--- src/shared/csacal_pkg.sv ---
package csacal_pkg;
	localparam int NAMP = 3;
	localparam int TRIM_W = 6;
	localparam int CODE_AW = 2;
	localparam int ADDR_W = 6;
	// Amplifier gain codes: 5, 10, 20 and 40 V/V
	localparam logic [1:0] GAIN_5 = 2'h0;
	localparam logic [1:0] GAIN_10 = 2'h1;
	localparam logic [1:0] GAIN_20 = 2'h2;
	localparam logic [1:0] GAIN_40 = 2'h3;
	localparam logic [1:0] GAIN_RST = GAIN_5;
	localparam int CLK_PERIOD_NS = 4;
	localparam int AUTO_TIME_US = 50;
	// Longest time, so the cycle count rounds down
	localparam int AUTO_MAX_CYC = AUTO_TIME_US * 1000 / CLK_PERIOD_NS;
	localparam int STEP_CYC = 1024;
	localparam logic [ADDR_W-1:0] OFS_CTRL = 6'h00;
	localparam logic [ADDR_W-1:0] OFS_STAT = 6'h04;
	localparam logic [ADDR_W-1:0] OFS_REQ = 6'h08;
	localparam logic [ADDR_W-1:0] OFS_CODE = 6'h10;
	localparam int CTRL_GAIN_LSB = 0;
	localparam int CTRL_UNIDIR = 2;
	localparam int CTRL_METHOD = 3;
	localparam int CTRL_RTAUTO = 4;
	localparam int STAT_CAL_LSB = 0;
	localparam int STAT_BUSY = 3;
	localparam int STAT_PWR = 4;
	localparam int STAT_PEND = 5;
	// Midscale trim code used until a trim has run
	localparam logic [TRIM_W-1:0] CODE_RST = 6'h20;
	typedef enum logic [1:0] {
		CSACAL_IDLE = 2'h0,
		CSACAL_RUN = 2'h1,
		CSACAL_DONE = 2'h3
	} csacal_state_e;
endpackage

--- src/design/csacal_trim_mem.sv ---
`timescale 1ns/100ps
module csacal_trim_mem
#(
	parameter int P_DEPTH = csacal_pkg::NAMP,
	parameter int P_W = csacal_pkg::TRIM_W,
	parameter int P_AW = csacal_pkg::CODE_AW
)
(
	input wire logic i_clk,
	input wire logic i_resetn,
	input wire logic [P_DEPTH-1:0] i_we,
	input wire logic [P_DEPTH*P_W-1:0] i_wdata,
	input wire logic [P_AW-1:0] i_raddr,
	output logic [P_W-1:0] o_rdata
);
	import csacal_pkg::*;
	logic [P_W-1:0] mem_q [P_DEPTH];

	if (P_DEPTH > (1 << P_AW))
	begin : g_bad_depth
		$error("Trim memory depth exceeds its address range");
	end

	always_ff @(posedge i_clk)
	begin
		for (int i = 0; i < P_DEPTH; i++)
		begin
			if (!i_resetn)
				mem_q[i] <= P_W'(CODE_RST);
			else if (i_we[i])
				mem_q[i] <= i_wdata[i*P_W +: P_W];
		end
	end

	always_ff @(posedge i_clk)
	begin
		if (!i_resetn)
			o_rdata <= P_W'(CODE_RST);
		else if (int'(i_raddr) < P_DEPTH)
			o_rdata <= mem_q[i_raddr];
		else
			o_rdata <= '0;
	end
endmodule

--- src/design/csacal_autotrim.sv ---
`timescale 1ns/100ps
module csacal_autotrim
#(
	parameter int P_NAMP = csacal_pkg::NAMP,
	parameter int P_W = csacal_pkg::TRIM_W,
	parameter int P_STEP = csacal_pkg::STEP_CYC
)
(
	input wire logic i_clk,
	input wire logic i_resetn,
	input wire logic i_start,
	input wire logic [P_NAMP-1:0] i_mask,
	input wire logic [P_NAMP-1:0] i_cmp,
	output logic o_busy,
	output logic o_done,
	output logic [P_NAMP*P_W-1:0] o_code
);
	import csacal_pkg::*;
	localparam int DIV_W = $clog2(P_STEP + 1);
	localparam int BIT_W = $clog2(P_W + 1);
	csacal_state_e state_q;
	logic [P_NAMP-1:0] mask_q;
	logic [DIV_W-1:0] div_q;
	logic [BIT_W-1:0] bit_q;
	logic step_en;

	// A zero-length step would leave the divider with no bits
	if (P_STEP < 1 || P_NAMP < 1 || P_W < 1)
	begin : g_bad_param
		$error("Trim engine needs a step, an amplifier and a code bit");
	end

	// One successive-approximation step per divider pulse
	assign step_en = (state_q == CSACAL_RUN) && (div_q == DIV_W'(P_STEP - 1));
	assign o_busy = (state_q != CSACAL_IDLE);
	assign o_done = (state_q == CSACAL_DONE);

	always_ff @(posedge i_clk)
	begin
		if (!i_resetn)
			state_q <= CSACAL_IDLE;
		else
		begin
			case (state_q)
				CSACAL_IDLE:
					if (i_start)
						state_q <= CSACAL_RUN;
				CSACAL_RUN:
					if (step_en && bit_q == '0)
						state_q <= CSACAL_DONE;
				default:
					state_q <= CSACAL_IDLE;
			endcase
		end
	end

	always_ff @(posedge i_clk)
	begin
		if (!i_resetn || state_q != CSACAL_RUN || step_en)
			div_q <= '0;
		else
			div_q <= div_q + 1'b1;
	end

	always_ff @(posedge i_clk)
	begin
		if (!i_resetn)
		begin
			mask_q <= '0;
			bit_q <= '0;
			o_code <= '0;
		end
		else if (state_q == CSACAL_IDLE && i_start)
		begin
			mask_q <= i_mask;
			bit_q <= BIT_W'(P_W - 1);
			for (int i = 0; i < P_NAMP; i++)
				if (i_mask[i])
					o_code[i*P_W +: P_W] <= P_W'(1) << (P_W - 1);
		end
		else if (step_en)
		begin
			// Comparator high means the residual offset still wants more trim
			for (int i = 0; i < P_NAMP; i++)
			begin
				if (mask_q[i])
				begin
					o_code[i*P_W + int'(bit_q)] <= i_cmp[i];
					if (bit_q != '0)
						o_code[i*P_W + int'(bit_q) - 1] <= 1'b1;
				end
			end
			if (bit_q != '0)
				bit_q <= bit_q - 1'b1;
		end
	end
endmodule

--- src/design/csacal_top.sv ---
`timescale 1ns/100ps
module csacal_top
#(
	parameter bit P_PIN_VARIANT = 1'b0,
	parameter int P_AUTO_MAX_CYC = csacal_pkg::AUTO_MAX_CYC,
	parameter int P_STEP_CYC = csacal_pkg::STEP_CYC
)
(
	input wire logic i_clk,
	input wire logic i_resetn,
	input wire logic [csacal_pkg::ADDR_W-1:0] i_address,
	input wire logic i_read,
	input wire logic i_write,
	input wire logic [31:0] i_writedata,
	input wire logic [3:0] i_byteenable,
	output logic [31:0] o_readdata,
	output logic o_waitrequest,
	input wire logic i_vref_ok,
	input wire logic i_trim_pin,
	input wire logic [csacal_pkg::NAMP-1:0] i_amp_cmp,
	output logic [1:0] o_amp_gain,
	output logic o_ref_div_bypass,
	output logic [csacal_pkg::NAMP-1:0] o_amp_cal,
	output logic [csacal_pkg::NAMP*csacal_pkg::TRIM_W-1:0] o_amp_trim_code,
	output logic o_autotrim_busy
);
	import csacal_pkg::*;
	localparam int BUS_MAX = 2;
	localparam int SETTLE_MAX = 2;
	localparam logic [NAMP-1:0] ALL_AMPS = {NAMP{1'b1}};

	if (P_STEP_CYC * TRIM_W + 4 > P_AUTO_MAX_CYC || P_STEP_CYC < 1)
	begin : g_bad_timing
		$error("Trim steps cannot finish inside the trim time");
	end

	logic [1:0] gain_q;
	logic unidir_q;
	logic method_q;
	logic rtauto_q;
	logic [NAMP-1:0] req_q;
	logic [NAMP-1:0] pend_q;
	logic [NAMP-1:0] run_mask_q;
	logic [TRIM_W-1:0] code_q [NAMP];
	logic vref_prev_q;
	logic pin_prev_q;
	logic pwr_done_q;
	logic wait_q;
	logic acc_q;
	logic [15:0] run_cnt_q;
	logic bus_wr;
	logic req_wr;
	logic [NAMP-1:0] req_new;
	logic [NAMP-1:0] trig;
	logic pin_manual;
	logic eng_start;
	logic eng_busy;
	logic eng_done;
	logic [NAMP*TRIM_W-1:0] eng_code;
	logic [TRIM_W-1:0] mem_rdata;

	function automatic logic is_code_addr(input logic [ADDR_W-1:0] a);
		return (a >= OFS_CODE) && (a < OFS_CODE + ADDR_W'(4 * NAMP));
	endfunction

	function automatic logic [31:0] read_mux(input logic [ADDR_W-1:0] a,
		input logic [31:0] ctrl, input logic [31:0] stat,
		input logic [31:0] req, input logic [TRIM_W-1:0] code);
		logic [31:0] r;
		r = 32'h0000_0000;
		if (a == OFS_CTRL)
			r = ctrl;
		else if (a == OFS_STAT)
			r = stat;
		else if (a == OFS_REQ)
			r = req;
		else if (is_code_addr(a))
			r = 32'(code);
		return r;
	endfunction

	// Avalon slave: waitrequest drops two cycles after a request appears
	always_ff @(posedge i_clk)
	begin
		if (!i_resetn)
		begin
			wait_q <= 1'b1;
			acc_q <= 1'b0;
		end
		else if (!wait_q)
		begin
			wait_q <= 1'b1;
			acc_q <= 1'b0;
		end
		else if (i_read || i_write)
		begin
			acc_q <= 1'b1;
			if (acc_q)
				wait_q <= 1'b0;
		end
	end
	assign o_waitrequest = wait_q;
	assign bus_wr = i_write && !wait_q && i_byteenable[0];
	assign req_wr = bus_wr && (i_address == OFS_REQ) && !P_PIN_VARIANT;
	assign req_new = i_writedata[NAMP-1:0] & ~req_q;

	always_ff @(posedge i_clk)
	begin
		if (!i_resetn)
			o_readdata <= 32'h0000_0000;
		else if (i_read && wait_q && acc_q)
			o_readdata <= read_mux(i_address,
				32'({rtauto_q, method_q, unidir_q, gain_q}),
				32'({pend_q != '0, pwr_done_q, eng_busy, o_amp_cal}),
				32'(req_q), mem_rdata);
	end

	always_ff @(posedge i_clk)
	begin
		if (!i_resetn)
		begin
			gain_q <= GAIN_RST;
			unidir_q <= 1'b0;
			method_q <= 1'b0;
			rtauto_q <= 1'b0;
		end
		else if (bus_wr && i_address == OFS_CTRL)
		begin
			gain_q <= i_writedata[CTRL_GAIN_LSB +: 2];
			unidir_q <= i_writedata[CTRL_UNIDIR];
			method_q <= i_writedata[CTRL_METHOD];
			rtauto_q <= i_writedata[CTRL_RTAUTO];
		end
	end

	// no request bits on pin variant
	always_ff @(posedge i_clk)
	begin
		if (!i_resetn || P_PIN_VARIANT)
			req_q <= '0;
		else if (req_wr)
			req_q <= i_writedata[NAMP-1:0];
		else if (eng_done && method_q)
			req_q <= req_q & ~run_mask_q;
	end

	always_ff @(posedge i_clk)
	begin
		if (!i_resetn)
		begin
			vref_prev_q <= 1'b0;
			pin_prev_q <= 1'b0;
			pwr_done_q <= 1'b0;
		end
		else
		begin
			vref_prev_q <= i_vref_ok;
			pin_prev_q <= i_trim_pin;
			if (i_vref_ok && !vref_prev_q)
				pwr_done_q <= 1'b1;
		end
	end

	always_comb
	begin
		trig = '0;
		if (i_vref_ok && !vref_prev_q && !pwr_done_q)
			trig = ALL_AMPS;
		if (req_wr && method_q && rtauto_q)
			trig = trig | req_new;
		if (i_trim_pin && !pin_prev_q && method_q && !P_PIN_VARIANT)
			trig = ALL_AMPS;
	end

	always_ff @(posedge i_clk)
	begin
		if (!i_resetn)
			pend_q <= '0;
		else if (eng_start)
			pend_q <= trig;
		else
			pend_q <= pend_q | trig;
	end
	assign eng_start = !eng_busy && (pend_q != '0);

	always_ff @(posedge i_clk)
	begin
		if (!i_resetn)
			run_mask_q <= '0;
		else if (eng_start)
			run_mask_q <= pend_q;
	end

	csacal_autotrim #(
		.P_NAMP(NAMP),
		.P_W(TRIM_W),
		.P_STEP(P_STEP_CYC)
	) u_autotrim (
		.i_clk(i_clk),
		.i_resetn(i_resetn),
		.i_start(eng_start),
		.i_mask(pend_q),
		.i_cmp(i_amp_cmp),
		.o_busy(eng_busy),
		.o_done(eng_done),
		.o_code(eng_code)
	);

	always_ff @(posedge i_clk)
	begin
		for (int i = 0; i < NAMP; i++)
		begin
			if (!i_resetn)
				code_q[i] <= CODE_RST;
			else if (eng_done && run_mask_q[i])
				code_q[i] <= eng_code[i*TRIM_W +: TRIM_W];
		end
	end

	csacal_trim_mem #(
		.P_DEPTH(NAMP),
		.P_W(TRIM_W),
		.P_AW(CODE_AW)
	) u_trim_mem (
		.i_clk(i_clk),
		.i_resetn(i_resetn),
		.i_we(eng_done ? run_mask_q : '0),
		.i_wdata(eng_code),
		.i_raddr(i_address[2 +: CODE_AW]),
		.o_rdata(mem_rdata)
	);

	// Pin variant always calibrates manually from the pin
	assign pin_manual = i_trim_pin && (P_PIN_VARIANT || !method_q);

	always_ff @(posedge i_clk)
	begin
		if (!i_resetn)
			o_amp_cal <= '0;
		else
			o_amp_cal <= (method_q ? '0 : req_q) | {NAMP{pin_manual}}
				| (eng_busy ? run_mask_q : '0);
	end

	always_ff @(posedge i_clk)
	begin
		if (!i_resetn)
		begin
			o_amp_gain <= GAIN_RST;
			o_ref_div_bypass <= 1'b0;
			o_autotrim_busy <= 1'b0;
		end
		else
		begin
			o_amp_gain <= eng_busy ? GAIN_40 : gain_q;
			o_ref_div_bypass <= unidir_q && !eng_busy;
			o_autotrim_busy <= eng_busy;
		end
	end

	// Trial codes drive the trimmed amplifiers while the search runs
	always_ff @(posedge i_clk)
	begin
		for (int i = 0; i < NAMP; i++)
		begin
			if (!i_resetn)
				o_amp_trim_code[i*TRIM_W +: TRIM_W] <= CODE_RST;
			else if (eng_busy && run_mask_q[i])
				o_amp_trim_code[i*TRIM_W +: TRIM_W] <=
					eng_code[i*TRIM_W +: TRIM_W];
			else
				o_amp_trim_code[i*TRIM_W +: TRIM_W] <= code_q[i];
		end
	end

	// Helper counter: length of the current trim run
	always_ff @(posedge i_clk)
	begin
		if (!i_resetn || !eng_busy)
			run_cnt_q <= '0;
		else if (run_cnt_q != 16'hFFFF)
			run_cnt_q <= run_cnt_q + 16'h0001;
	end

	chk_bus_answer: assert property (
		@(posedge i_clk) disable iff (!i_resetn)
		(i_read || i_write) && wait_q |-> ##[1:BUS_MAX] !o_waitrequest)
		else $error("Bus request not answered in time");

	chk_gain_prog: assert property (
		@(posedge i_clk) disable iff (!i_resetn)
		!eng_busy |=> o_amp_gain == $past(gain_q))
		else $error("Programmed gain not applied");

	chk_bypass_set: assert property (
		@(posedge i_clk) disable iff (!i_resetn)
		!eng_busy && unidir_q |=> o_ref_div_bypass)
		else $error("Divider bypass not applied");

	chk_req_only: assert property (
		@(posedge i_clk) disable iff (!i_resetn)
		!eng_busy && !i_trim_pin && !method_q
			|=> o_amp_cal == $past(req_q))
		else $error("Calibration not limited to requested amplifier");

	chk_req_queued: assert property (
		@(posedge i_clk) disable iff (!i_resetn)
		req_wr && method_q && rtauto_q && eng_busy
			|=> (pend_q & $past(req_new)) == $past(req_new))
		else $error("Trim request lost while busy");

	chk_pin_all: assert property (
		@(posedge i_clk) disable iff (!i_resetn)
		i_trim_pin && (!method_q || P_PIN_VARIANT) |=> o_amp_cal == ALL_AMPS)
		else $error("Trim pin did not short all amplifiers");

	chk_pwr_start: assert property (
		@(posedge i_clk) disable iff (!i_resetn)
		i_vref_ok && !vref_prev_q && !pwr_done_q && !eng_busy
			|-> ##[1:SETTLE_MAX] eng_busy)
		else $error("Power-up trim did not start");

	chk_trim_bound: assert property (
		@(posedge i_clk) disable iff (!i_resetn)
		32'(run_cnt_q) <= P_AUTO_MAX_CYC)
		else $error("Automatic trim exceeded its time");

	chk_code_store: assert property (
		@(posedge i_clk) disable iff (!i_resetn)
		eng_done && run_mask_q == ALL_AMPS && pend_q == '0
			|-> ##2 o_amp_trim_code == $past(eng_code, 2))
		else $error("Trim codes not stored");

	chk_bidir_trim: assert property (
		@(posedge i_clk) disable iff (!i_resetn)
		eng_busy |=> !o_ref_div_bypass)
		else $error("Bypass active during trim");

	chk_gain_trim: assert property (
		@(posedge i_clk) disable iff (!i_resetn)
		eng_busy ##1 !eng_busy |-> o_amp_gain == GAIN_40
			##1 o_amp_gain == $past(gain_q))
		else $error("Gain not forced or restored around trim");

	chk_pin_variant: assert property (
		@(posedge i_clk) disable iff (!i_resetn)
		P_PIN_VARIANT |=> req_q == '0)
		else $error("Request bits present on pin variant");

	chk_release: assert property (
		@(posedge i_clk) disable iff (!i_resetn)
		$fell(i_trim_pin) && req_q == '0 && !eng_busy |=> o_amp_cal == '0)
		else $error("Shunts not reconnected after release");
endmodule

--- config.mk ---
export PLATFORM = sky130hd
export DESIGN_NAME = csacal_top
export DESIGN_NICKNAME = d
export VERILOG_FILES = /design/src/shared/csacal_pkg.sv /design/src/design/csacal_trim_mem.sv /design/src/design/csacal_autotrim.sv /design/src/design/csacal_top.sv
export SDC_FILE = /design/constraint.sdc
export NUM_CORES = 1
export LEC_CHECK = 0
export BUFFER_PORTS_ARGS = -buffer_cell sky130_fd_sc_hd__buf_2
export CAP_MARGIN = 30
export CORE_UTILIZATION = 30
export DETAILED_ROUTE_END_ITERATION = 16
export PLACE_DENSITY_LB_ADDON = 0.15
export RECOVER_POWER = 25
export SETUP_SLACK_MARGIN = 0.1
export SYNTH_ARGS = -nofsm -noshare
export SYNTH_HDL_FRONTEND = slang
export SYNTH_HIERARCHICAL = 1
export SYNTH_SLANG_ARGS = --single-unit
export TNS_END_PERCENT = 10
--- constraint.sdc ---
create_clock -name i_clk -period 2.2 [get_ports i_clk]
set_input_delay 0.22 -clock i_clk [delete_from_list [all_inputs] [get_ports i_clk]]
set_output_delay 0.22 -clock i_clk [all_outputs]
set_load 0.01 [all_outputs]
* After elaboration in Yosys (flattened, before gate mapping)
Memory sizes are Yosys's and may differ from the RTL's. Index checks and enable logic that the tools add are counted.
Word-level totals: register bits after elaboration 119, latch bits 0, memory bits (writable) 36, ROM bits 0, input port bits 51, output and inout port bits 58, memories 2
Cells by class: add/subtract/negate cells 7, $mul 0, divide/modulo/power cells 0, order comparisons 15, equal/unequal tests 11, shifts and indexed selects 0, mux-type cells 82, bitwise logic cells 18, reductions and logical operators 61
Memory list:
- code_q | depth 3, bits a word 6, rd ports 3, clocked after Yosys merged registers in 0, wr ports 3, line csacal_top.sv:44 | logic [TRIM_W-1:0] code_q [NAMP];
- u_trim_mem.mem_q | depth 3, bits a word 6, rd ports 1, clocked after Yosys merged registers in 0, wr ports 3, line csacal_trim_mem.sv:17 | logic [P_W-1:0] mem_q [P_DEPTH];
Operators with widths (count):
- $mux 18 | 14
- $ge 32x1->1 const B | 5
- $lt 32x7->1 const B | 5
- $mux 6 | 17
- $sub 32x2->32 const B | 2
- $bwmux 18 | 3
- $or 18x18->18 | 3
- $mux 3 | 12
- $logic_and 1x1->1 | 32
- $mux 1 | 26
- $demux 1 s5 | 5
- $reduce_and 2->1 | 8
- $or 3x3->3 | 4
- $add 11x1->11 const B | 1
- $eq 11x10->1 const B | 1
- $ne 2x2->1 const B | 4
- $reduce_bool 2->1 | 4
- $logic_not 1->1 | 7
- $and 3x3->3 | 2
- $eq 6x3->1 const B | 1
- $eq 6x4->1 const B | 1
- $ge 6x5->1 const B | 1
- $logic_not 6->1 | 1
- $lt 3x6->1 const B | 1
- other kinds (22) | 34

* Logic depth before layout (Yosys ltp)
depth in word-level cells 24, mapped depth 10, gate-level depth less buffers 9

* Hierarchy
Netlist, hierarchy kept.
Modules (own cells, without submodules):
- csacal_top | times used 1, cells an instance 318, area an instance 2941.6 sq um, seq. area each 1541.5 sq um
- csacal_autotrim | times used 1, cells an instance 326, area an instance 2730.1 sq um, seq. area each 740.7 sq um
- csacal_trim_mem | times used 1, cells an instance 72, area an instance 993.5 sq um, seq. area each 660.6 sq um

* Worst setup path before layout
Ideal clock, no wire load.
path kind register to register, start point register u_autotrim.bit_q[0], end point register u_autotrim.o_code[5], setup time 91 ps, data arrival time 2170 ps, setup slack -61 ps, cell stages (with the launch flop) 9, path buffers 1, period minus slack after synthesis 2261 ps, path through dfxtp_1 -> buf_2 -> inv_1 -> ha_1 -> ha_1 -> nor2b_1 -> nor2b_1 -> a221oi_1 -> a311oi_1
On the way: longest elaborated chain between the ends 24, elaborated cells on any way between the ends 56, those cells by class 5 x add/sub; 12 x order compare; 29 x mux; 3 x bitwise; 7 x reduce/logical
Ends and longest elaborated chain:
- start: declaration | line csacal_autotrim.sv:24 | logic [BIT_W-1:0] bit_q;
- start signal: assignment | line csacal_autotrim.sv:76 | bit_q <= BIT_W'(P_W - 1);
- start signal: assignment | line csacal_autotrim.sv:94 | bit_q <= bit_q - 1'b1;
- parallel branches: the longest is 21 deep, another holds $sub 32x2->32
- $mux 18 * | line csacal_autotrim.sv:86 | if (mask_q[i])
- $mux 18 * | line csacal_autotrim.sv:81 | else if (step_en)
- $mux 18 * | line csacal_autotrim.sv:73 | else if (state_q == CSACAL_IDLE && i_start)
- end signal: indexed assignment | line csacal_autotrim.sv:79 | o_code[i*P_W +: P_W] <= P_W'(1) << (P_W - 1);
- end signal: indexed assignment | line csacal_autotrim.sv:88 | o_code[i*P_W + int'(bit_q)] <= i_cmp[i];
- end: declaration | line csacal_autotrim.sv:16 | output logic [P_NAMP*P_W-1:0] o_code
Every way passes the cells marked *. The select of a mux whose other input is x is not followed. A chain may end at the register's enable or synchronous reset.

* Worst setup path after layout
start point register u_autotrim.bit_q[1], end point register u_autotrim.o_code[5]
Same word-level chain as after synthesis.

==> impl_metrics.toml <==
[logic_synthesis]
ys_seq_area_share_pct = 44.2
synth_xor_area_share_pct = 1.43
synth_flop_cell = "dfxtp_1"
yosysTopAreaCellShare_pct = 27.9
synthMuxAreaShare_pct = 4.36
yosys.area_share.adder_pct = 3.57
synth-compound-area-share_pct = 13.0
synth-edff-count = 36
yosysMostFrequentCell = "dfxtp_1"
syn-mean-instance-area_um2 = 9.31
synth_area_leaders = "dfxtp_1 28%, edfxtp_1 16%, mux2i_1 4.4%, nand3_1 4.2%, ha_1 3.6%"
synth_seq_cells = 129
synth_common_cells = "93 x dfxtp_1, 63 x nand2_1, 56 x nand3_1, 45 x nor2_1, 42 x a21oi_1"
async_flop_share_pct = 0
synth_top_family_by_area = "simple AND/OR/NAND/NOR gates"
synth_top_area_cell = "dfxtp_1"
synthesis.instances = 716
syn_area_mm2 = 0.00667
ys_types = 72
synth-simple-area-share_pct = 26.3
ys_warn_count = 6

[final_layout]
antenna_cells = 0
num-fill-cells = 2260
nets = 857
area_growth_pct = 17.7
layout-drive-gt1-share_pct = 15.8
utilization_pct = 36.0

[min_path]
hp-class = "input pin to flip-flop"

[worst_setup_path]
arrival_ns = 2.37
critical_path_required_ns = 2.47
cp_max_fo = 7
critPathMaxStageDelay_ns = 0.40
slowest_stage = "a221oi_1"
start_kind = "flip-flop"
crit_buf_inv = 2
cpLargestDelayFamily = "compound AO/OA/AOI/OAI gates"
path_cells = "inv_2, ha_2, ha_1, nor2b_1, buf_4, and2_1, a221oi_1, a311oi_1"
end_kind = "flip-flop"
worstSetupPathType = "flip-flop to flip-flop"

[route]
wl_per_cell_um = 17.2
final_antenna_net_count = 0
viasPerCell = 5.13
drt_iter0_markers = 460
drtPass1Iterations = 5
vias = 5543
routed_wl_um = 18600
drcViolationCount = 0

[clocking]
insertion_delay_ns = 0.41
clk_path_buf_depth = 2
cts_sinks = 129
ctsHoldBuffers = 0
clockRootBuffer = "clkbuf_16"
cts_tree = "built"
htreeDepth = 4
clk_pin_slew_ns = 0.06
cts_buffers = 17

[grt]
overflow = 0
grt_pass1_vias = 5466
antenna_found_initial = 0
grt_max_degree = 38
grt_pass1_wl_um = 29700
track_usage_pct = 17.1

[die]
dieArea_mm2 = 0.0228
coreArea_mm2 = 0.0218
die_h_um = 151
row_count = 54
ios = 109
initial_core_util_pct = 30.5
dieWidth_um = 151

[placement]
dp_hpwl_um = 13800
portBuffers = 52
dp_slack_ns = 0.0381
place.gp.congestion = 0.922

[power_and_ir_drop]
total_power_mw = 6.08
ir_drop_mv = 0.467
power_density_mw_per_mm2 = 775
leakage_nw = 3.19

[timing]
timing.final.ws_setup_ns = 0.0954
fin_skew_ns = 0.00878
hold_viol_final = 0
slew_violations = 0
min_period_over_period_pct = 95.7
layout_min_cycle_time_ns = 2.10
fin_setup_tns_ns = 0
rsz0062_at_grt = "yes"
holdWs_ns = 0.0225
tightest_slew_ns = 1.06
slew_headroom_pct = 29.6
setup_viol = 0
fmax_ghz = 0.475

[run_status]
status = "finished, final reports clean"

[flow_run]
cap_violations = 0
## power breakdown
| part | leakage, nW | switching [mW] | internal, mW |
|---|---|---|---|
| Combinational | 1.80 | 0.484 | 0.257 |
| Clock | 0.288 | 1.12 | 1.64 |
| Sequential | 1.10 | 0.0553 | 2.53 |
| Total | 3.19 | 1.66 | 4.43 |
## final timing paths
kind	depth (start not counted)	slack (ns)	to	startpoint
max	8	0.1	u_autotrim/o_code[5]	u_autotrim/bit_q[1]
min	2	0.02	vref_prev_q	i_vref_ok
max reg2reg	8	0.1	u_autotrim/o_code[5]	u_autotrim/bit_q[1]
min reg2reg	2	0.45	o_readdata[4]	o_readdata[4]
## cell families after synthesis
group,count (synthesis)
other cells,1
fa+ha+maj,19
compound gates,128
mux,29
simple gates,315
xor+xnor,10
buf+inv,85
flops,129
## cells in the final DEF, fill, tap and decap left out, drive strengths merged, types with 23 or more instances in the layout
cell,n
a21oi,42
and3,39
buf,55
clkbuf,54
conb,26
dfxtp,93
edfxtp,36
inv,25
mux2i,29
nand2,65
nand3,56
nor2,46
o21ai,23
## cell type report
class / instances / area [µm²] / share of cell area (%)
sequential: 129 / 2940 / 37.5
clock buffer: 18 / 450 / 5.74
timing repair buffer: 91 / 505 / 6.44
multi-input combinational: 527 / 3390 / 43.2
clock inverter: 14 / 128 / 1.63
tap: 280 / 350 / 4.46
inverter: 21 / 78.8 / 1.00
## flip-flops by register name (all words and copies together), names as in the netlist, 2 cells and up
register / count
u_autotrim/state_q: 2
o_amp_gain: 2
o_amp_cal: 3
pend_q: 3
gain_q: 2
u_autotrim/div_q: 11
u_trim_mem/mem_q: 18
req_q: 3
o_readdata: 6
o_amp_trim_code: 18
u_trim_mem/o_rdata: 6
u_autotrim/mask_q: 3
run_mask_q: 3
u_autotrim/o_code: 18
u_autotrim/bit_q: 3
code_q: 18
## worst register-to-register path: cells and delay by family, from the launching register on
family / cells / cell delay, ns
buffers and inverters: 2 / 0.29
AO/OA/AOI/OAI: 2 / 0.56
AND/OR/NAND/NOR: 2 / 0.30
adder cells (fa/ha/maj): 2 / 0.49
flip-flops: 1 / 0.32
## stage by stage
step	cell area, µm²	std cells
3_5_place_dp	7270	1048
3_3_place_gp	7270	1048
4_1_cts	7850	1080
5_1_grt	7850	1080
6_report	7850	1080
2_1_floorplan	6770	741
## metal layers
layer,GRT usage (%),vias up,share of wire (%)
li1,-,2698,-
met1,22.2,2667,46
met2,28.4,159,48
met3,3.89,19,4.4
met4,4.75,0,1.0
met5,0,-,0
## timing repair
item / CTS / global route
setup endpoints to repair: 8 / 15
pin swaps: 0 / 0
buffers inserted: 0 / 0
gates resized for setup: 1 / 11
(Power assumes the default switching activity.)
